--- config.mk ---
export PLATFORM = sky130hd
export DESIGN_NAME = sea_system_error_aggregator
export DESIGN_NICKNAME = d
export VERILOG_FILES = /design/src/shared/sea_pkg.sv /design/src/shared/sea_link_if.sv /design/src/sea_system_error_aggregator.sv /design/src/sea_nmi_flags.sv /design/src/sea_wd_prescaler.sv
export VERILOG_INCLUDE_DIRS = /design/src /design/src/shared
export SDC_FILE = /design/constraint.sdc
export NUM_CORES = 1
export LEC_CHECK = 0
export ABC_AREA = 1
export ABC_CLOCK_PERIOD_IN_PS = 2650
export BUFFER_PORTS_ARGS = -buffer_cell sky130_fd_sc_hd__buf_4
export CAP_MARGIN = 20
export CORE_MARGIN = 2
export CORE_UTILIZATION = 45
export DETAILED_ROUTE_END_ITERATION = 10
export HOLD_SLACK_MARGIN = 0.1
export PLACE_DENSITY = 0.76
export SLEW_MARGIN = 20
export SYNTH_ARGS = -nofsm -noshare
export SYNTH_HDL_FRONTEND = slang
export SYNTH_SLANG_ARGS = --single-unit
--- constraint.sdc ---
create_clock -name SYS_CLK -period 2.65 [get_ports SYS_CLK]
set_input_delay 0.1325 -clock SYS_CLK [delete_from_list [all_inputs] [get_ports SYS_CLK]]
set_output_delay 0.1325 -clock SYS_CLK [all_outputs]
set_load 0.1 [all_outputs]
--- src/shared/sea_map.svh ---
`ifndef SEA_MAP_SVH
`define SEA_MAP_SVH
// apb register byte offsets
`define SEA_ADDR_W 12
`define SEA_OFF_ERR_FLAG 12'h000
`define SEA_OFF_ERR_MASK 12'h004
`define SEA_OFF_ERR_CTL 12'h008
`define SEA_OFF_ERR_STAT 12'h00C
`define SEA_OFF_WD_CTL 12'h010
`define SEA_OFF_NMI_FLAG 12'h014
// vector widths
`define SEA_ERR_NUM 7
`define SEA_NMI_NUM 8
// error flag bit positions
`define SEA_ERR_CLK0 0
`define SEA_ERR_CLK1 1
`define SEA_ERR_CLK2 2
`define SEA_ERR_RAM_VIOL 3
`define SEA_ERR_FLASH_CORR 4
`define SEA_ERR_RAM_CORR 5
`define SEA_ERR_EXT_MEM 6
// error control bit positions
`define SEA_CTL_POL_BIT 0
`define SEA_CTL_FORCE_BIT 1
`define SEA_CTL_CLEAR_BIT 2
// nmi flag bit positions
`define SEA_NMI_BG_CHECK 4
`define SEA_NMI_FIELDBUS 5
`define SEA_NMI_MGR_WD 6
`define SEA_NMI_ANALYSIS 7
// reset values
`define SEA_MASK_RST 7'h7F
`define SEA_POL_RST 1'h0
`define SEA_PIN_RST 1'h1
`define SEA_PRE_SEL_RST 4'h8
// prescaler select 0 gives divide by 2, 11 gives divide by 4096
`define SEA_PRE_SEL_W 4
`define SEA_PRE_SEL_MAX 4'hB
`define SEA_PRE_CNT_W 12
`endif

--- src/shared/sea_pkg.sv ---
`include "sea_map.svh"
package sea_pkg;
  // register selected by an apb address
  typedef enum {
    SEA_REG_NONE,
    SEA_REG_ERR_FLAG,
    SEA_REG_ERR_MASK,
    SEA_REG_ERR_CTL,
    SEA_REG_ERR_STAT,
    SEA_REG_WD_CTL,
    SEA_REG_NMI_FLAG
  } sea_reg_type;
  // merged system error sources
  typedef logic [`SEA_ERR_NUM-1:0] sea_err_type;
  // nmi capture sources
  typedef logic [`SEA_NMI_NUM-1:0] sea_nmi_type;
  // prescaler select code
  typedef logic [`SEA_PRE_SEL_W-1:0] sea_pre_sel_type;
  // apb address
  typedef logic [`SEA_ADDR_W-1:0] sea_addr_type;
endpackage

--- src/shared/sea_link_if.sv ---
`timescale 1ns/1ps
interface sea_link_if;
  import sea_pkg::*;
  sea_nmi_type nmi_src; // nmi event sources, active high
  sea_nmi_type nmi_clr; // write-one-to-clear mask, one-cycle pulse
  sea_nmi_type nmi_flag; // latched nmi flags
  logic nmi_pend; // any nmi flag set
  sea_pre_sel_type pre_sel; // prescaler select
  logic pre_tick; // one pulse per divided period
  modport top (output nmi_src, nmi_clr, pre_sel, input nmi_flag, nmi_pend, pre_tick);
  modport nmi (input nmi_src, nmi_clr, output nmi_flag, nmi_pend);
  modport pre (input pre_sel, output pre_tick);
endinterface

--- src/sea_system_error_aggregator.sv ---
`timescale 1ns/1ps
`include "sea_map.svh"
// Notes on behaviour
// merge seven error sources into one interrupt
// latch source only while its mask clear
// software sets mask and flags before use
// polarity bit selects status pin active level
// status pin active low after reset
// software may force and clear status pin
// watchdog, vector fetch, manager nmi assert pin
// watchdog prescaler divides by two to 4096
// each nmi source has own flag
// system reset clears all nmi flags
// four further nmi sources accepted
// interrupt holds while flags set until cleared
module sea_system_error_aggregator (
  input wire logic SYS_CLK,
  input wire logic RST_N,
  input wire logic PSEL,
  input wire logic PENABLE,
  input wire logic PWRITE,
  input wire sea_pkg::sea_addr_type PADDR,
  input wire logic [31:0] PWDATA,
  output logic [31:0] PRDATA,
  output logic PREADY,
  output logic PSLVERR,
  input wire logic CLOCK_CHECK_MONITOR0,
  input wire logic CLOCK_CHECK_MONITOR1,
  input wire logic CLOCK_CHECK_MONITOR2,
  input wire logic RAM_ACCESS_VIOLATION,
  input wire logic FLASH_CORRECTABLE_ERROR,
  input wire logic RAM_CORRECTABLE_ERROR,
  input wire logic EXTERNAL_MEMORY_ERROR1,
  input wire logic EXTERNAL_MEMORY_ERROR2,
  input wire logic WATCHDOG_RESET_EVENT,
  input wire logic VECTOR_FETCH_ERROR,
  input wire logic CONNECTIVITY_MANAGER_NMI,
  input wire logic [3:0] NMI_BASE_SOURCES,
  input wire logic BACKGROUND_CHECK_FAIL,
  input wire logic FIELDBUS_SLAVE_NMI_N,
  input wire logic MANAGER_NMI_WATCHDOG_RESET_N,
  input wire logic ANALYSIS_UNIT_NMI,
  output logic SYSTEM_ERROR_INTERRUPT,
  output logic ERROR_STATUS_PIN,
  output logic NMI_PENDING,
  output logic WATCHDOG_TICK
);
  import sea_pkg::*;

  // address decode, shared by the read mux and the write strobes
  // unmapped offsets fall through to none and answer with an error
  function automatic sea_reg_type reg_decode(input sea_addr_type addr);
    sea_reg_type sel;
    sel = SEA_REG_NONE;
    if (addr == `SEA_OFF_ERR_FLAG) begin
      sel = SEA_REG_ERR_FLAG;
    end else if (addr == `SEA_OFF_ERR_MASK) begin
      sel = SEA_REG_ERR_MASK;
    end else if (addr == `SEA_OFF_ERR_CTL) begin
      sel = SEA_REG_ERR_CTL;
    end else if (addr == `SEA_OFF_ERR_STAT) begin
      sel = SEA_REG_ERR_STAT;
    end else if (addr == `SEA_OFF_WD_CTL) begin
      sel = SEA_REG_WD_CTL;
    end else if (addr == `SEA_OFF_NMI_FLAG) begin
      sel = SEA_REG_NMI_FLAG;
    end
    return sel;
  endfunction

  sea_link_if u_link (); // carrier to the two helpers

  // apb side state
  logic [31:0] prdata_r; // read data, loaded in setup phase
  logic pready_r; // ready, high from the first edge after reset
  logic pslverr_r; // error answer for unmapped addresses
  // system error state
  sea_err_type mask_r; // set bit blocks latching
  sea_err_type flag_r; // latched error flags
  sea_err_type flag_nxt; // next flags
  logic irq_r; // merged interrupt
  // status pin state
  logic pol_r; // 1 = active high pin
  logic pol_nxt; // next polarity
  logic stat_r; // error status latched
  logic stat_nxt; // next status
  logic pin_r; // pin level
  sea_pre_sel_type pre_sel_r; // watchdog prescale select

  // apb phase decode
  wire setup = PSEL & ~PENABLE; // setup phase
  wire access_wr = PSEL & PENABLE & PWRITE & pready_r; // write takes effect here
  sea_reg_type cur_reg; // decoded target
  assign cur_reg = reg_decode(PADDR);
  wire wr_flag = access_wr & (cur_reg == SEA_REG_ERR_FLAG);
  wire wr_mask = access_wr & (cur_reg == SEA_REG_ERR_MASK);
  wire wr_ctl = access_wr & (cur_reg == SEA_REG_ERR_CTL);
  wire wr_wd = access_wr & (cur_reg == SEA_REG_WD_CTL);
  wire wr_nmi = access_wr & (cur_reg == SEA_REG_NMI_FLAG);

  // merged source vector
  sea_err_type err_src; // raw error sources
  assign err_src[`SEA_ERR_CLK0] = CLOCK_CHECK_MONITOR0;
  assign err_src[`SEA_ERR_CLK1] = CLOCK_CHECK_MONITOR1;
  assign err_src[`SEA_ERR_CLK2] = CLOCK_CHECK_MONITOR2;
  assign err_src[`SEA_ERR_RAM_VIOL] = RAM_ACCESS_VIOLATION;
  assign err_src[`SEA_ERR_FLASH_CORR] = FLASH_CORRECTABLE_ERROR;
  assign err_src[`SEA_ERR_RAM_CORR] = RAM_CORRECTABLE_ERROR;
  // either external memory port feeds one bit
  assign err_src[`SEA_ERR_EXT_MEM] = EXTERNAL_MEMORY_ERROR1 | EXTERNAL_MEMORY_ERROR2;

  // mask gates latching
  sea_err_type err_set; // unmasked events
  assign err_set = err_src & ~mask_r;
  sea_err_type flag_clr; // write-one-to-clear bits
  assign flag_clr = wr_flag ? PWDATA[`SEA_ERR_NUM-1:0] : '0;
  // flags sticky, set wins
  assign flag_nxt = (flag_r & ~flag_clr) | err_set;

  // polarity from control write
  assign pol_nxt = wr_ctl ? PWDATA[`SEA_CTL_POL_BIT] : pol_r;
  // software force and clear strobes
  wire stat_force = wr_ctl & PWDATA[`SEA_CTL_FORCE_BIT];
  wire stat_clear = wr_ctl & PWDATA[`SEA_CTL_CLEAR_BIT];
  // extra pin sources
  wire stat_evt = WATCHDOG_RESET_EVENT | VECTOR_FETCH_ERROR | CONNECTIVITY_MANAGER_NMI;
  // status is latched so a one-cycle event still leaves a visible pin
  // force sets, clear drops; a real event beats the clear
  assign stat_nxt = (stat_r & ~stat_clear) | stat_evt | stat_force;
  // pin level follows next state so the pin never lags the status bit
  wire pin_nxt = pol_nxt ? stat_nxt : ~stat_nxt;

  // codes above the top select are stored, and read back, as the top select
  // clamp select to the divide range
  wire [`SEA_PRE_SEL_W-1:0] pre_wr = PWDATA[`SEA_PRE_SEL_W-1:0];
  wire sea_pre_sel_type pre_clamped = (pre_wr > `SEA_PRE_SEL_MAX) ? `SEA_PRE_SEL_MAX : pre_wr;

  // further nmi sources, active low ones inverted
  sea_nmi_type nmi_src; // all nmi sources, active high
  assign nmi_src[3:0] = NMI_BASE_SOURCES;
  assign nmi_src[`SEA_NMI_BG_CHECK] = BACKGROUND_CHECK_FAIL;
  assign nmi_src[`SEA_NMI_FIELDBUS] = ~FIELDBUS_SLAVE_NMI_N;
  assign nmi_src[`SEA_NMI_MGR_WD] = ~MANAGER_NMI_WATCHDOG_RESET_N;
  assign nmi_src[`SEA_NMI_ANALYSIS] = ANALYSIS_UNIT_NMI;
  assign u_link.nmi_src = nmi_src;
  assign u_link.nmi_clr = wr_nmi ? PWDATA[`SEA_NMI_NUM-1:0] : '0;
  assign u_link.pre_sel = pre_sel_r;

  // read mux; unused upper bits read as zero
  // status register shows the pin level beside the latched status bit
  logic [31:0] rdata_nxt; // data for the current address
  assign rdata_nxt =
    (cur_reg == SEA_REG_ERR_FLAG) ? {25'h0000000, flag_r} :
    (cur_reg == SEA_REG_ERR_MASK) ? {25'h0000000, mask_r} :
    (cur_reg == SEA_REG_ERR_CTL) ? {31'h00000000, pol_r} :
    (cur_reg == SEA_REG_ERR_STAT) ? {30'h00000000, pin_r, stat_r} :
    (cur_reg == SEA_REG_WD_CTL) ? {28'h0000000, pre_sel_r} :
    (cur_reg == SEA_REG_NMI_FLAG) ? {24'h000000, u_link.nmi_flag} : 32'h00000000;

  // apb answer registers; zero wait states keep the slave simple
  // read data is captured in the setup phase, so a read returns the state
  // one cycle before the access edge; that staleness is the price paid
  always_ff @(posedge SYS_CLK) begin
    if (!RST_N) begin
      prdata_r <= 32'h00000000;
      pready_r <= 1'b0;
      pslverr_r <= 1'b0;
    end else begin
      pready_r <= 1'b1;
      if (setup) begin
        prdata_r <= PWRITE ? 32'h00000000 : rdata_nxt;
        pslverr_r <= (cur_reg == SEA_REG_NONE);
      end
    end
  end

  // system error flags, mask and interrupt
  always_ff @(posedge SYS_CLK) begin
    if (!RST_N) begin
      // all sources start masked; software opts in per source
      mask_r <= `SEA_MASK_RST;
      flag_r <= '0;
      irq_r <= 1'b0;
    end else begin
      flag_r <= flag_nxt;
      // interrupt follows the next flags so it never trails them
      irq_r <= |flag_nxt;
      if (wr_mask) begin
        mask_r <= PWDATA[`SEA_ERR_NUM-1:0];
      end
    end
  end

  // status pin, polarity and prescale select
  always_ff @(posedge SYS_CLK) begin
    // reset leaves pin inactive high
    if (!RST_N) begin
      pol_r <= `SEA_POL_RST;
      stat_r <= 1'b0;
      pin_r <= `SEA_PIN_RST;
      pre_sel_r <= `SEA_PRE_SEL_RST;
    end else begin
      // polarity, status and pin load together so the pin matches both
      pol_r <= pol_nxt;
      stat_r <= stat_nxt;
      pin_r <= pin_nxt;
      if (wr_wd) begin
        pre_sel_r <= pre_clamped;
      end
    end
  end

  // nmi capture flags, wiped by the system reset
  sea_nmi_flags u_nmi (
    .clk(SYS_CLK),
    .rst_n(RST_N),
    .lnk(u_link.nmi)
  );

  // watchdog clock prescaler
  sea_wd_prescaler #(
    .CNT_W(`SEA_PRE_CNT_W)
  ) u_pre (
    .clk(SYS_CLK),
    .rst_n(RST_N),
    .lnk(u_link.pre)
  );

  // outputs straight from flops
  assign PRDATA = prdata_r;
  assign PREADY = pready_r;
  assign PSLVERR = pslverr_r;
  assign SYSTEM_ERROR_INTERRUPT = irq_r;
  assign ERROR_STATUS_PIN = pin_r;
  assign NMI_PENDING = u_link.nmi_pend;
  assign WATCHDOG_TICK = u_link.pre_tick;
endmodule

--- src/sea_nmi_flags.sv ---
`timescale 1ns/1ps
module sea_nmi_flags (
  input wire logic clk,
  input wire logic rst_n,
  sea_link_if.nmi lnk
);
  import sea_pkg::*;
  sea_nmi_type flag_r; // latched nmi flags
  sea_nmi_type flag_nxt; // next flags
  logic pend_r; // any flag pending

  // set wins over a clear in the same cycle
  // per source flag
  assign flag_nxt = (flag_r & ~lnk.nmi_clr) | lnk.nmi_src;

  // flags cleared by the system reset, so any system reset wipes them
  always_ff @(posedge clk) begin
    // system reset clears
    if (!rst_n) begin
      flag_r <= '0;
      pend_r <= 1'b0;
    end else begin
      flag_r <= flag_nxt;
      pend_r <= |flag_nxt;
    end
  end

  assign lnk.nmi_flag = flag_r;
  assign lnk.nmi_pend = pend_r;
endmodule

--- src/sea_wd_prescaler.sv ---
`timescale 1ns/1ps
`include "sea_map.svh"
module sea_wd_prescaler #(
  parameter int CNT_W = `SEA_PRE_CNT_W
) (
  input wire logic clk,
  input wire logic rst_n,
  sea_link_if.pre lnk
);
  import sea_pkg::*;
  logic [CNT_W-1:0] cnt_r; // divider count
  logic [CNT_W-1:0] cnt_nxt; // next count
  logic [CNT_W-1:0] last; // terminal count for this select
  logic wrap; // period complete
  logic tick_r; // divided tick

  // period is two to the power of select plus one
  // programmable divide
  assign last = CNT_W'((CNT_W+1)'(2) << lnk.pre_sel) - CNT_W'(1);
  // compare with >= so a smaller select after a change wraps at once
  assign wrap = (cnt_r >= last);
  assign cnt_nxt = wrap ? '0 : cnt_r + CNT_W'(1);

  // count and tick register
  always_ff @(posedge clk) begin
    if (!rst_n) begin
      cnt_r <= '0;
      tick_r <= 1'b0;
    end else begin
      cnt_r <= cnt_nxt;
      tick_r <= wrap;
    end
  end

  assign lnk.pre_tick = tick_r;
endmodule

==> results of run 1 <==
## report_power, final
part | total, mW | internal, mW | switching, mW
Clock | 0.578 | 0.288 | 0.289
Sequential | 0.840 | 0.828 | 0.0114
Combinational | 0.333 | 0.0821 | 0.251
Total | 1.75 | 1.20 | 0.551
## worst max path at each step
stage / startpoint / end / slack [ns] / cells after the start
after floorplan: pre_sel_r[3] / u_pre.cnt_r[8] / 0.32 / 14
after global placement: pre_sel_r[3] / u_pre.cnt_r[5] / 0.23 / 14
after detailed placement: pre_sel_r[3] / u_pre.cnt_r[5] / 0.13 / 14
after CTS: pre_sel_r[3] / u_pre.cnt_r[5] / 0.12 / 14
after global routing: pre_sel_r[3] / u_pre.cnt_r[5] / -0.02 / 16
final: pre_sel_r[3] / u_pre.cnt_r[5] / 0.25 / 14
## per-stage QoR
step | area (µm²) | hold WS [ns]
final | 3772 | 0.1044
after global routing | 3772 | 0.1085
after CTS | 3731 | 0.1037
after detailed placement | 3513 | 0.3344
after global placement | 3513 | 0.3228
after floorplan | 3189 | 0.1602
## sequential cells by signal (all words and copies together), names as in the netlist, 4 cells and up
name and count:
u_nmi.lnk.nmi_flag 8, pre_sel_r 4, PRDATA 8, mask_r 7, u_pre.cnt_r 12, flag_r 7
## kinds of logic (layout without fill, tap and decap cells)
group,after synthesis,count (layout),share of synthesized area [%]
adders and majority gates,13,13,5.242
DFF,54,54,34.84
buffers and inverters,81,128,13.35
and+or+nand+nor,215,215,30.85
xor gates and xnor gates,9,9,2.540
AOI/OAI and AO/OA,73,73,13.06
other,1,24,0.1209
## cell type report
class,count,area (µm²)
clock buffers,5,68.82
clock inverters,3,48.80
fillers,643,2947
inverters,44,165.2
multi-input cells,334,1699
flip-flops and latches,54,1084
well taps,80,100.1
repair buffers,76,606.8
## what timing repair did
| action | CTS | global route |
|---|---|---|
| endpoints found under the setup margin | 0 | 12 |
| hold buffers | 10 | 3 |
| hold endpoints to repair | 10 | 3 |
| gates resized for setup | 0 | 5 |
## metal layers
metal  up-vias  global-route usage [%]
met5         -                       0
met4         0                   4.261
met3         8                   3.223
met2       148                   31.30
met1      1358                   27.33
li1       1553                       -
## placed cells by master, fill, tap and decap left out
cell type	instances
a21boi_0	1
a21boi_1	1
a21o_1	1
a21oi_1	37
buf_4	62
buf_6	1
bufinv_16	1
clkbuf_8	5
clkinvlp_4	1
conb_1	24
dfxtp_1	52
dfxtp_2	2
dlygate4sd3_1	13
ha_1	13
inv_1	38
inv_2	6
inv_8	1
nand2_1	100
nand2_2	7
nand3_1	30
nand3b_1	1
nand4_1	18
nor2_1	39
nor2_2	6
nor2_4	2
nor3_1	8
nor3b_1	1
o211ai_1	8
o21a_1	3
o21ai_0	19
o21ai_1	1
o21bai_1	1
o31ai_1	1
or2_0	1
or2_2	2
xnor2_1	3
xor2_1	6
## tightest hold or removal path, stage by stage
cell and delay [ns]:
buf_4 0.11, nand2_1 0.07, a21oi_1 0.06
==> key figures, run 1 <==
Worst setup path
  – Crit path cell chain: nor2_2, inv_1, nor2_2, inv_1, ha_1, o21ai_0, o21ai_0, ha_1, nand2_1, o21ai_0, nand4_1, nand4_1, buf_6, nor3_1
  – Slowest stage delay, CP: roughly 0.38 ns
  – Critical Path AT: 2.58 ns
  – CP Class: reg2reg
  – R2r worst-path depth: 14
  – Worst r2r src: pre_sel_r[3]
  – Critical Path End Type: register
  – Worst path slowest cell: dfxtp_2
  – Terminus of the critical flop-to-flop path: u_pre.cnt_r[5]
  – Worst R2R Setup Slack: approximately 0.25 ns
  – CP top delay family: simple AND/OR/NAND/NOR gates
  – CP bufs+invs: 3
  – CP Launch Type: register
  – Worst EP required: around 2.8 ns
  – Cell repeated most along the worst path: o21ai_0
  – CP max FO: 12

Synth
  – Seq/Total Area, Yosys: 34.84%
  – Synth top area cells: dfxtp_1 35%, nand2_1 12%, buf_4 6.3%
  – Most frequent cell after synthesis: nand2_1
  – Synth Register Bits: 54
  – Number of synthesized flops with an enable pin: 0
  – Synth Flop Type: dfxtp_1
  – Top post-synthesis cells by count: 100 x nand2_1, 54 x dfxtp_1, 41 x nor2_1, 38 x inv_1, 37 x a21oi_1
  – Ys async rst share: 0%
  – Post-Syn Area: 3103 µm²
  – Cells after synthesis: roughly 450
  – Synth cell types: 33
  – Syn Area/Cell: about 7.0 µm²
  – Yosys top cell area share: approximately a third
  – Yosys top cell by area: dfxtp_1
  – YS warnings: 0

Layout
  – Final cell count without fillers: between 500 and 600
  – Final core utilization: 56.15%
  – Number of diodes: 0
  – Layout cells sized above 1: around a fifth
  – Fin nets: around 600
  – P&R area growth vs syn: 21.57%

Drt
  – WL/cell: ~13 µm
  – Met3 routed WL: ~600 µm
  – Detailed-route DRC error count: 0
  – First DRT Iteration DRCs: between 200 and 300
  – Antenna Nets Post-Route: 0
  – DRT Pass-1 Iters: 5
  – Met2 WL post-DR: between 3 and 4 mm
  – Drt via density: between 5 and 6
  – Total number of vias: roughly 3100
  – WL final: roughly 7.5 mm
  – Max Used Layer: met4
  – M1 WL: approximately 3.4 mm

STA
  – Final Max Tran Viols: 0
  – Setup TNS: 0 ns
  – Final Hold Fails: 0
  – Slew headroom: between 30% and 40%
  – Final Cycle Share: slightly above 90%
  – Slew @ Worst Pin: 0.9806 ns
  – Final setup viols: 0
  – Worst Skew: 0.01089 ns
  – FMAX: around 0.42 GHz
  – Crit path time final: 2.398 ns
  – Setup ws final: between 0.2 and 0.3 ns

Clock network
  – Num CTS Buffers: 5
  – CTS tree: built
  – Clock Latency Late Sink: 0.31 ns
  – CTS sink cnt: 54
  – Total setup buffers inserted after CTS: 0
  – Max Root-Sink Buffers: 2
  – CTS clk-pin slew, worst paths: ~0.1 ns
  – CTS root buf: clkbuf_8
  – H-tree Lvls: 2

Power
  – Worst vdd ir: between 200 and 300 µV
  – Power, Total: between 1.5 and 2 mW
  – P_leak: approximately 1.8 nW
  – Total power per unit cell area: 463.9 nW/µm²

Floorplan
  – Initial core utilization: around 46%
  – DIE AREA: 7576 µm²
  – Core area: 6719 µm²
  – Floorplan die height: around 87 µm
  – I/O pin count: approximately 110
  – Width of the die: approximately 87 µm
  – Cell row count: 30

Place
  – Worst slack, placed: between 0.1 and 0.15 ns
  – Port buffer count: 57
  – HPWL Detailed: approximately 5.5 mm
  – Placed Cells incl. Taps: approximately 580
  – Placer Congestion: between 0.8 and 0.9

Outcome
  – Run status: completed

Worst hold path
  – WHS Endpoint: flag_r[4]
  – Worst hold-check path type: in2reg
  – WHS Path Cells: 3
  – Worst hold start: FLASH_CORRECTABLE_ERROR

GRT
  – First-pass GRT wire length: approximately 12 mm
  – GR Overflow Total: 0
  – Tot GR Track Use: between 10% and 20%
  – Number of global-route vias before repair: around 2700
  – Largest net degree at the start of global routing: 30
  – Initial antenna violation count: 0

Job
  – Number of max-cap violations: 0
Note: power is estimated with default switching activity, not from simulation.
==> run 2, diff against run 1 <==
--- a/config.mk
+++ b/config.mk
@@ -10,12 +10,15 @@
 export ABC_CLOCK_PERIOD_IN_PS = 2650
 export BUFFER_PORTS_ARGS = -buffer_cell sky130_fd_sc_hd__buf_4
 export CAP_MARGIN = 20
+export CORE_ASPECT_RATIO = 0.8
 export CORE_MARGIN = 2
 export CORE_UTILIZATION = 45
+export CTS_CLUSTER_SIZE = 28
 export DETAILED_ROUTE_END_ITERATION = 10
 export HOLD_SLACK_MARGIN = 0.1
-export PLACE_DENSITY = 0.76
+export PLACE_DENSITY = 0.75
 export SLEW_MARGIN = 20
 export SYNTH_ARGS = -nofsm -noshare
 export SYNTH_HDL_FRONTEND = slang
+export SYNTH_HIERARCHICAL = 1
 export SYNTH_SLANG_ARGS = --single-unit
==> run 2 against run 1 <==
Compared with the run above: setup slack improved by 0.083 ns; sequential power hardly changed; synthesized cell count up 8.5%; critical path depth unchanged; combinational power is 2% higher; highest routed layer unchanged.
==> key figures, run 2 <==
Power
  – P_leak: 2.000 nW
  – Total power per unit cell area: ~440 nW/µm²
  – Worst vdd ir: ~260 µV

Floorplan
  – Cell row count: 28
  – Initial core utilization: 45.64%
  – Core area: around 7300 µm²
  – Floorplan die height: slightly above 80 µm
  – I/O pin count: around 110
  – DIE AREA: just over 8000 µm²
  – Width of the die: between 100 and 150 µm

Worst setup path
  – CP Launch Type: register
  – Worst EP required: ~2.9 ns
  – Critical Path AT: 2.52 ns
  – CP max FO: 12
  – Worst R2R Setup Slack: between 0.3 and 0.4 ns
  – Critical Path End Type: register
  – CP Class: reg2reg
  – Worst r2r src: pre_sel_r[2]
  – Terminus of the critical flop-to-flop path: u_pre/cnt_r[3]
  – R2r worst-path depth: 14

STA
  – Worst Skew: 0.01013 ns
  – Final setup viols: 0
  – Slew @ Worst Pin: 0.6744 ns
  – Slew headroom: approximately 55%
  – Crit path time final: 2.315 ns
  – RSZ-0062 raised after global routing: no
  – Setup ws final: 0.3352 ns
  – Final Hold Fails: 0
  – FMAX: 0.4320 GHz
  – Setup TNS: 0 ns
  – Final Cycle Share: 87.35%
  – Final Max Tran Viols: 0

Layout
  – Layout cells sized above 1: between 20% and 30%
  – Final core utilization: a little over half
  – P&R area growth vs syn: 19.07%
  – Commonest cells after routing, fill and taps aside: 114 x nand2_1, 61 x buf_4, 59 x inv_1
  – Commonest non-fill, non-tap cell in the layout: nand2_1
  – Fin nets: approximately 630
  – Largest register FFs: 12
  – Number of diodes: 0
  – Finished Cell Area: 3960 µm²
  – Register with the most flip-flops: u_pre/cnt_r
  – Final cell count without fillers: ~640

Synth
  – Number of synthesized flops with an enable pin: 0
  – Top post-synthesis cells by count: 114 x nand2_1, 59 x inv_1, 54 x dfxtp_1, 46 x nor2_1, 31 x a21oi_1
  – Cells after synthesis: between 400 and 500
  – YS warnings: 6
  – Synth Flop Type: dfxtp_1
  – Synth top area cells: dfxtp_1 33%, nand2_1 13%, inv_1 6.7%
  – Yosys top cell by area: dfxtp_1
  – Synth cell types: 34
  – Most frequent cell after synthesis: nand2_1
  – Ys async rst share: 0%
  – Seq/Total Area, Yosys: 32.51%
  – Syn Area/Cell: 6.871 µm²
  – Synth Register Bits: 54
  – Yosys top cell area share: around a third
  – Post-Syn Area: approximately 3300 µm²

GRT
  – Tot GR Track Use: 19.29%
  – GR peak layer: met2
  – Grt met2 use: 32.03%
  – Met3 usage: ~2.4%
  – Met1 usage: between 20% and 30%
  – Initial antenna violation count: 0
  – First-pass GRT wire length: roughly 13 mm
  – Largest net degree at the start of global routing: 21
  – GR Overflow Total: 0
  – Number of global-route vias before repair: ~2900

Place
  – DP Area: 3736 µm²
  – HPWL Detailed: 6.046 mm
  – Worst slack, placed: roughly 0.36 ns
  – Port buffer count: 57
  – Placer Congestion: just over 0.9
  – Placed Cells incl. Taps: between 600 and 700

Drt
  – First DRT Iteration DRCs: around 190
  – Antenna Nets Post-Route: 0
  – WL/cell: between 10 and 15 µm
  – Detailed-route DRC error count: 0
  – Total number of vias: about 3200
  – DRT Pass-1 Iters: 5
  – WL final: slightly below 8 mm
  – Drt via density: 4.970

Clock network
  – Max Root-Sink Buffers: 2
  – Num CTS Buffers: 5
  – CTS tree: built
  – CTS root buf: clkbuf_8
  – Total setup buffers inserted after CTS: 0
  – H-tree Lvls: 2
  – Clock Latency Late Sink: ~0.31 ns
  – CTS clk-pin slew, worst paths: about 0.10 ns
  – CTS sink cnt: between 50 and 60

Outcome
  – Run status: completed

Worst hold path
  – Worst hold start: CLOCK_CHECK_MONITOR0
  – Worst hold-check path type: in2reg
  – WHS Path Cells: 3
  – WHS Endpoint: flag_r[0]

Job
  – Number of max-cap violations: 0
[run 2: cell types whose count changed after synthesis, moves of 7 or more]
cell,change
nand2_1,+14
o21ai_0,-9
nor2_2,+9
inv_1,+21
nand4_1,-7
inv_2,+8
[run 2: repair_timing]
item	CTS	global route
gates resized for setup	0	0
setup endpoints to repair	0	0
hold endpoints to repair	10	1
hold buffers	10	1
[run 2: metal layers]
layer | routed length (µm) | vias up
met3 | 483 | 9
met5 | 0 | -
met1 | 3713 | 1441
li1 | - | 1622
met4 | 80 | 0
met2 | 3457 | 124
[run 2: power by group]
group          leakage (nW)  switching (mW)  internal (mW)  total (mW)
logic                  1.51           0.258         0.0823       0.340
clock network        0.0504           0.278          0.281       0.559
registers             0.440          0.0130          0.828       0.841
total                  2.00           0.549           1.19        1.74
[run 2: cells by family after synthesis]
group | synth area share, %
other | 0.1128
AO/OA/AOI/OAI | 11.06
adder cells (fa/ha/maj) | 4.891
XOR/XNOR | 2.633
buffers and inverters | 15.65
flip-flops | 32.51
AND/OR/NAND/NOR | 33.15
[run 2: worst max-delay path, cell delays in order, from the launching register on]
cell and delay [ns]:
dfxtp_1 0.36, nor2_1 0.21, nand3_1 0.12, ha_1 0.25, nand2_1 0.09, xnor2_1 0.11
inv_1 0.06, ha_1 0.29, nand2_1 0.06, nor2_1 0.11, and2_1 0.13, nand2_1 0.07
nand4_2 0.07, buf_4 0.23, nor2_1 0.06
[run 2: area by class of cell]
class	instances	area, µm²
well taps	90	112.6
flip-flops and latches	54	1081
clock inverters	3	45.04
multi-input cells	346	1810
clock buffers	5	68.82
fillers	733	3327
inverters	73	274.0
repair buffers	72	568.0
[run 2: how the worst max path moves through the flow]
stage | startpoint | endpoint | slack (ns)
2_1_floorplan | PREADY | u_nmi/lnk.nmi_pend | 0.46
3_3_place_gp | pre_sel_r[2] | u_pre/cnt_r[4] | 0.43
3_5_place_dp | pre_sel_r[2] | u_pre/cnt_r[4] | 0.36
4_1_cts | pre_sel_r[2] | u_pre/cnt_r[4] | 0.35
5_1_grt | pre_sel_r[2] | u_pre/cnt_r[3] | 0.17
6_report | pre_sel_r[2] | u_pre/cnt_r[3] | 0.34
[run 2: metrics by stage]
stage	hold WS (ns)	total power [mW]
5_1_grt	0.1245	1.810
4_1_cts	0.1017	1.751
2_1_floorplan	0.1602	1.131
6_report	0.1134	1.740
3_3_place_gp	0.3942	1.181
3_5_place_dp	0.3982	1.185
==> run 3, diff against run 2 <==
--- a/config.mk
+++ b/config.mk
@@ -10,13 +10,13 @@
 export ABC_CLOCK_PERIOD_IN_PS = 2650
 export BUFFER_PORTS_ARGS = -buffer_cell sky130_fd_sc_hd__buf_4
 export CAP_MARGIN = 20
-export CORE_ASPECT_RATIO = 0.8
+export CORE_ASPECT_RATIO = 1.5
 export CORE_MARGIN = 2
 export CORE_UTILIZATION = 45
 export CTS_CLUSTER_SIZE = 28
 export DETAILED_ROUTE_END_ITERATION = 10
 export HOLD_SLACK_MARGIN = 0.1
-export PLACE_DENSITY = 0.75
+export PLACE_DENSITY = 0.72
 export SLEW_MARGIN = 20
 export SYNTH_ARGS = -nofsm -noshare
 export SYNTH_HDL_FRONTEND = slang
==> run 3 against run 2 <==
Compared with the run above: die area grew 0.12%; clock power grew 3%; combinational power hardly changed; register-to-register slack lost 0.03 ns; critical path depth is the same; largest power group unchanged; first-iteration DRC count down 46%; via count down 1.5%; clock skew down 0.0031 ns; flip-flop and latch count stayed put; power is 1.0% higher; final cell count rose by 1.9%; non-clock buffer count rose by 2.
==> key figures, run 3 (synthesis results as in run 2) <==
Outcome
  – Run status: completed

Floorplan
  – Initial core utilization: roughly 46%
  – I/O pin count: ~110
  – Floorplan die height: 109.3 µm
  – Core area: 7179 µm²
  – Width of the die: roughly 74 µm
  – DIE AREA: around 8100 µm²
  – Cell row count: 38

STA
  – FMAX: between 0.4 and 0.5 GHz
  – Slew headroom: a little under three fifths
  – Final setup viols: 0
  – Setup TNS: 0 ns
  – Worst Skew: about 0.0071 ns
  – Final Hold Fails: 0
  – Final Cycle Share: about 90%
  – Final Max Tran Viols: 0
  – Slew @ Worst Pin: ~0.66 ns
  – RSZ-0062 raised after global routing: no
  – Min Hold Slack: about 0.12 ns
  – Crit path time final: 2.345 ns

Drt
  – WL/cell: between 10 and 15 µm
  – Antenna Nets Post-Route: 0
  – First DRT Iteration DRCs: around 110
  – Met3 routed WL: 270 µm
  – Total number of vias: between 3000 and 4000
  – Drt via density: between 4 and 5
  – DRT Pass-1 Iters: 4
  – Max Used Layer: met4
  – Detailed-route DRC error count: 0
  – WL final: just under 8 mm
  – Met2 WL post-DR: 4.351 mm
  – M1 WL: 2.922 mm

Power
  – Total power per unit cell area: between 400 and 500 nW/µm²
  – Worst vdd ir: ~240 µV
  – P_leak: 2.016 nW

Worst setup path
  – Critical Path End Type: register
  – Worst EP required: 2.86 ns
  – CP Launch Type: register
  – CP Class: reg2reg
  – CP max FO: 12
  – Critical Path AT: 2.55 ns

Clock network
  – Clock Latency Late Sink: around 0.31 ns
  – CTS sink cnt: 54
  – CTS tree: built
  – Num CTS Buffers: 5
  – Max Root-Sink Buffers: 2
  – CTS root buf: clkbuf_8
  – CTS clk-pin slew, worst paths: ~0.11 ns
  – H-tree Lvls: 2
  – Total setup buffers inserted after CTS: 0

Layout
  – Final core utilization: a little under three fifths
  – Commonest non-fill, non-tap cell in the layout: nand2_1
  – Commonest cells after routing, fill and taps aside: 114 x nand2_1, 61 x buf_4, 59 x inv_1
  – Fin nets: 635
  – Register with the most flip-flops: u_pre/cnt_r
  – Largest register FFs: 12
  – Layout cells sized above 1: about a fifth
  – P&R area growth vs syn: 20.13%
  – Number of diodes: 0
  – Multi-input gate area: ~1800 µm²
  – Sequential cell area: between 1000 and 1500 µm²
  – Fillers: 703

Place
  – Placer Congestion: between 0.8 and 0.9
  – HPWL Detailed: approximately 6.2 mm
  – Port buffer count: 57

GRT
  – GR Overflow Total: 0
  – Number of global-route vias before repair: around 3000
  – Largest net degree at the start of global routing: 21
  – Tot GR Track Use: between 20% and 30%
  – Initial antenna violation count: 0
  – First-pass GRT wire length: between 10 and 15 mm

Worst hold path
  – Worst hold-check path type: in2reg

Job
  – Number of max-cap violations: 0
run 3: path summary, 6_finish.rpt:
check | startpoint | endpoint | slack (ns) | depth (start not counted)
max | pre_sel_r[2] | u_pre/cnt_r[4] | 0.31 | 14
min | PWDATA[4] | mask_r[4] | 0.12 | 3
max reg2reg | pre_sel_r[2] | u_pre/cnt_r[4] | 0.31 | 14
min reg2reg | PRDATA[5] | PRDATA[5] | 0.47 | 2
run 3: through the flow:
stage               std cells  cell area (µm²)  worst slack, ns  power [mW]
finish                    655             3995           0.3052       1.758
global route              655             3995           0.1088       1.830
floorplan                 507             3412           0.4638       1.131
CTS                       655             3995           0.2892       1.769
detailed placement        634             3749           0.3078       1.183
global placement          634             3749           0.3817       1.180
run 3: layout make-up:
type	count	area share [%]
tap	100	3.132
sequential	54	27.06
clock inverter	3	1.190
timing repair buffer	74	14.72
multi-input combinational	346	45.32
clock buffer	5	1.723
inverter	73	6.859
run 3: where the power goes:
group	switching [mW]	leakage, nW	total, mW	internal (mW)
Combinational	0.257	1.52	0.341	0.0843
Clock	0.290	0.0587	0.577	0.287
Sequential	0.0114	0.440	0.840	0.828
run 3: per-layer routing:
layer / GRT usage [%] / vias up
met5: 0 / -
li1: - / 1622
met1: 21.07 / 1437
met4: 7.013 / 0
met2: 39.73 / 76
met3: 2.933 / 13
run 3: timing repair:
item                                   4_1_cts  5_1_grt
resized for setup                            0        0
endpoints found under the hold margin       13        0
setup endpoints to repair                    0        0
hold buffers                                13        0
run 3: critical path, stage by stage, from the launching register on:
cell and delay, ns:
dfxtp_1 0.35, nor2_1 0.22, nand3_1 0.12, ha_1 0.26, nand2_1 0.10, xnor2_1 0.11, inv_1 0.06, ha_1 0.29
nand2_1 0.07, nor2_1 0.11, and2_1 0.13, nand2_1 0.07, nand4_2 0.07, buf_4 0.23, nor2_1 0.06
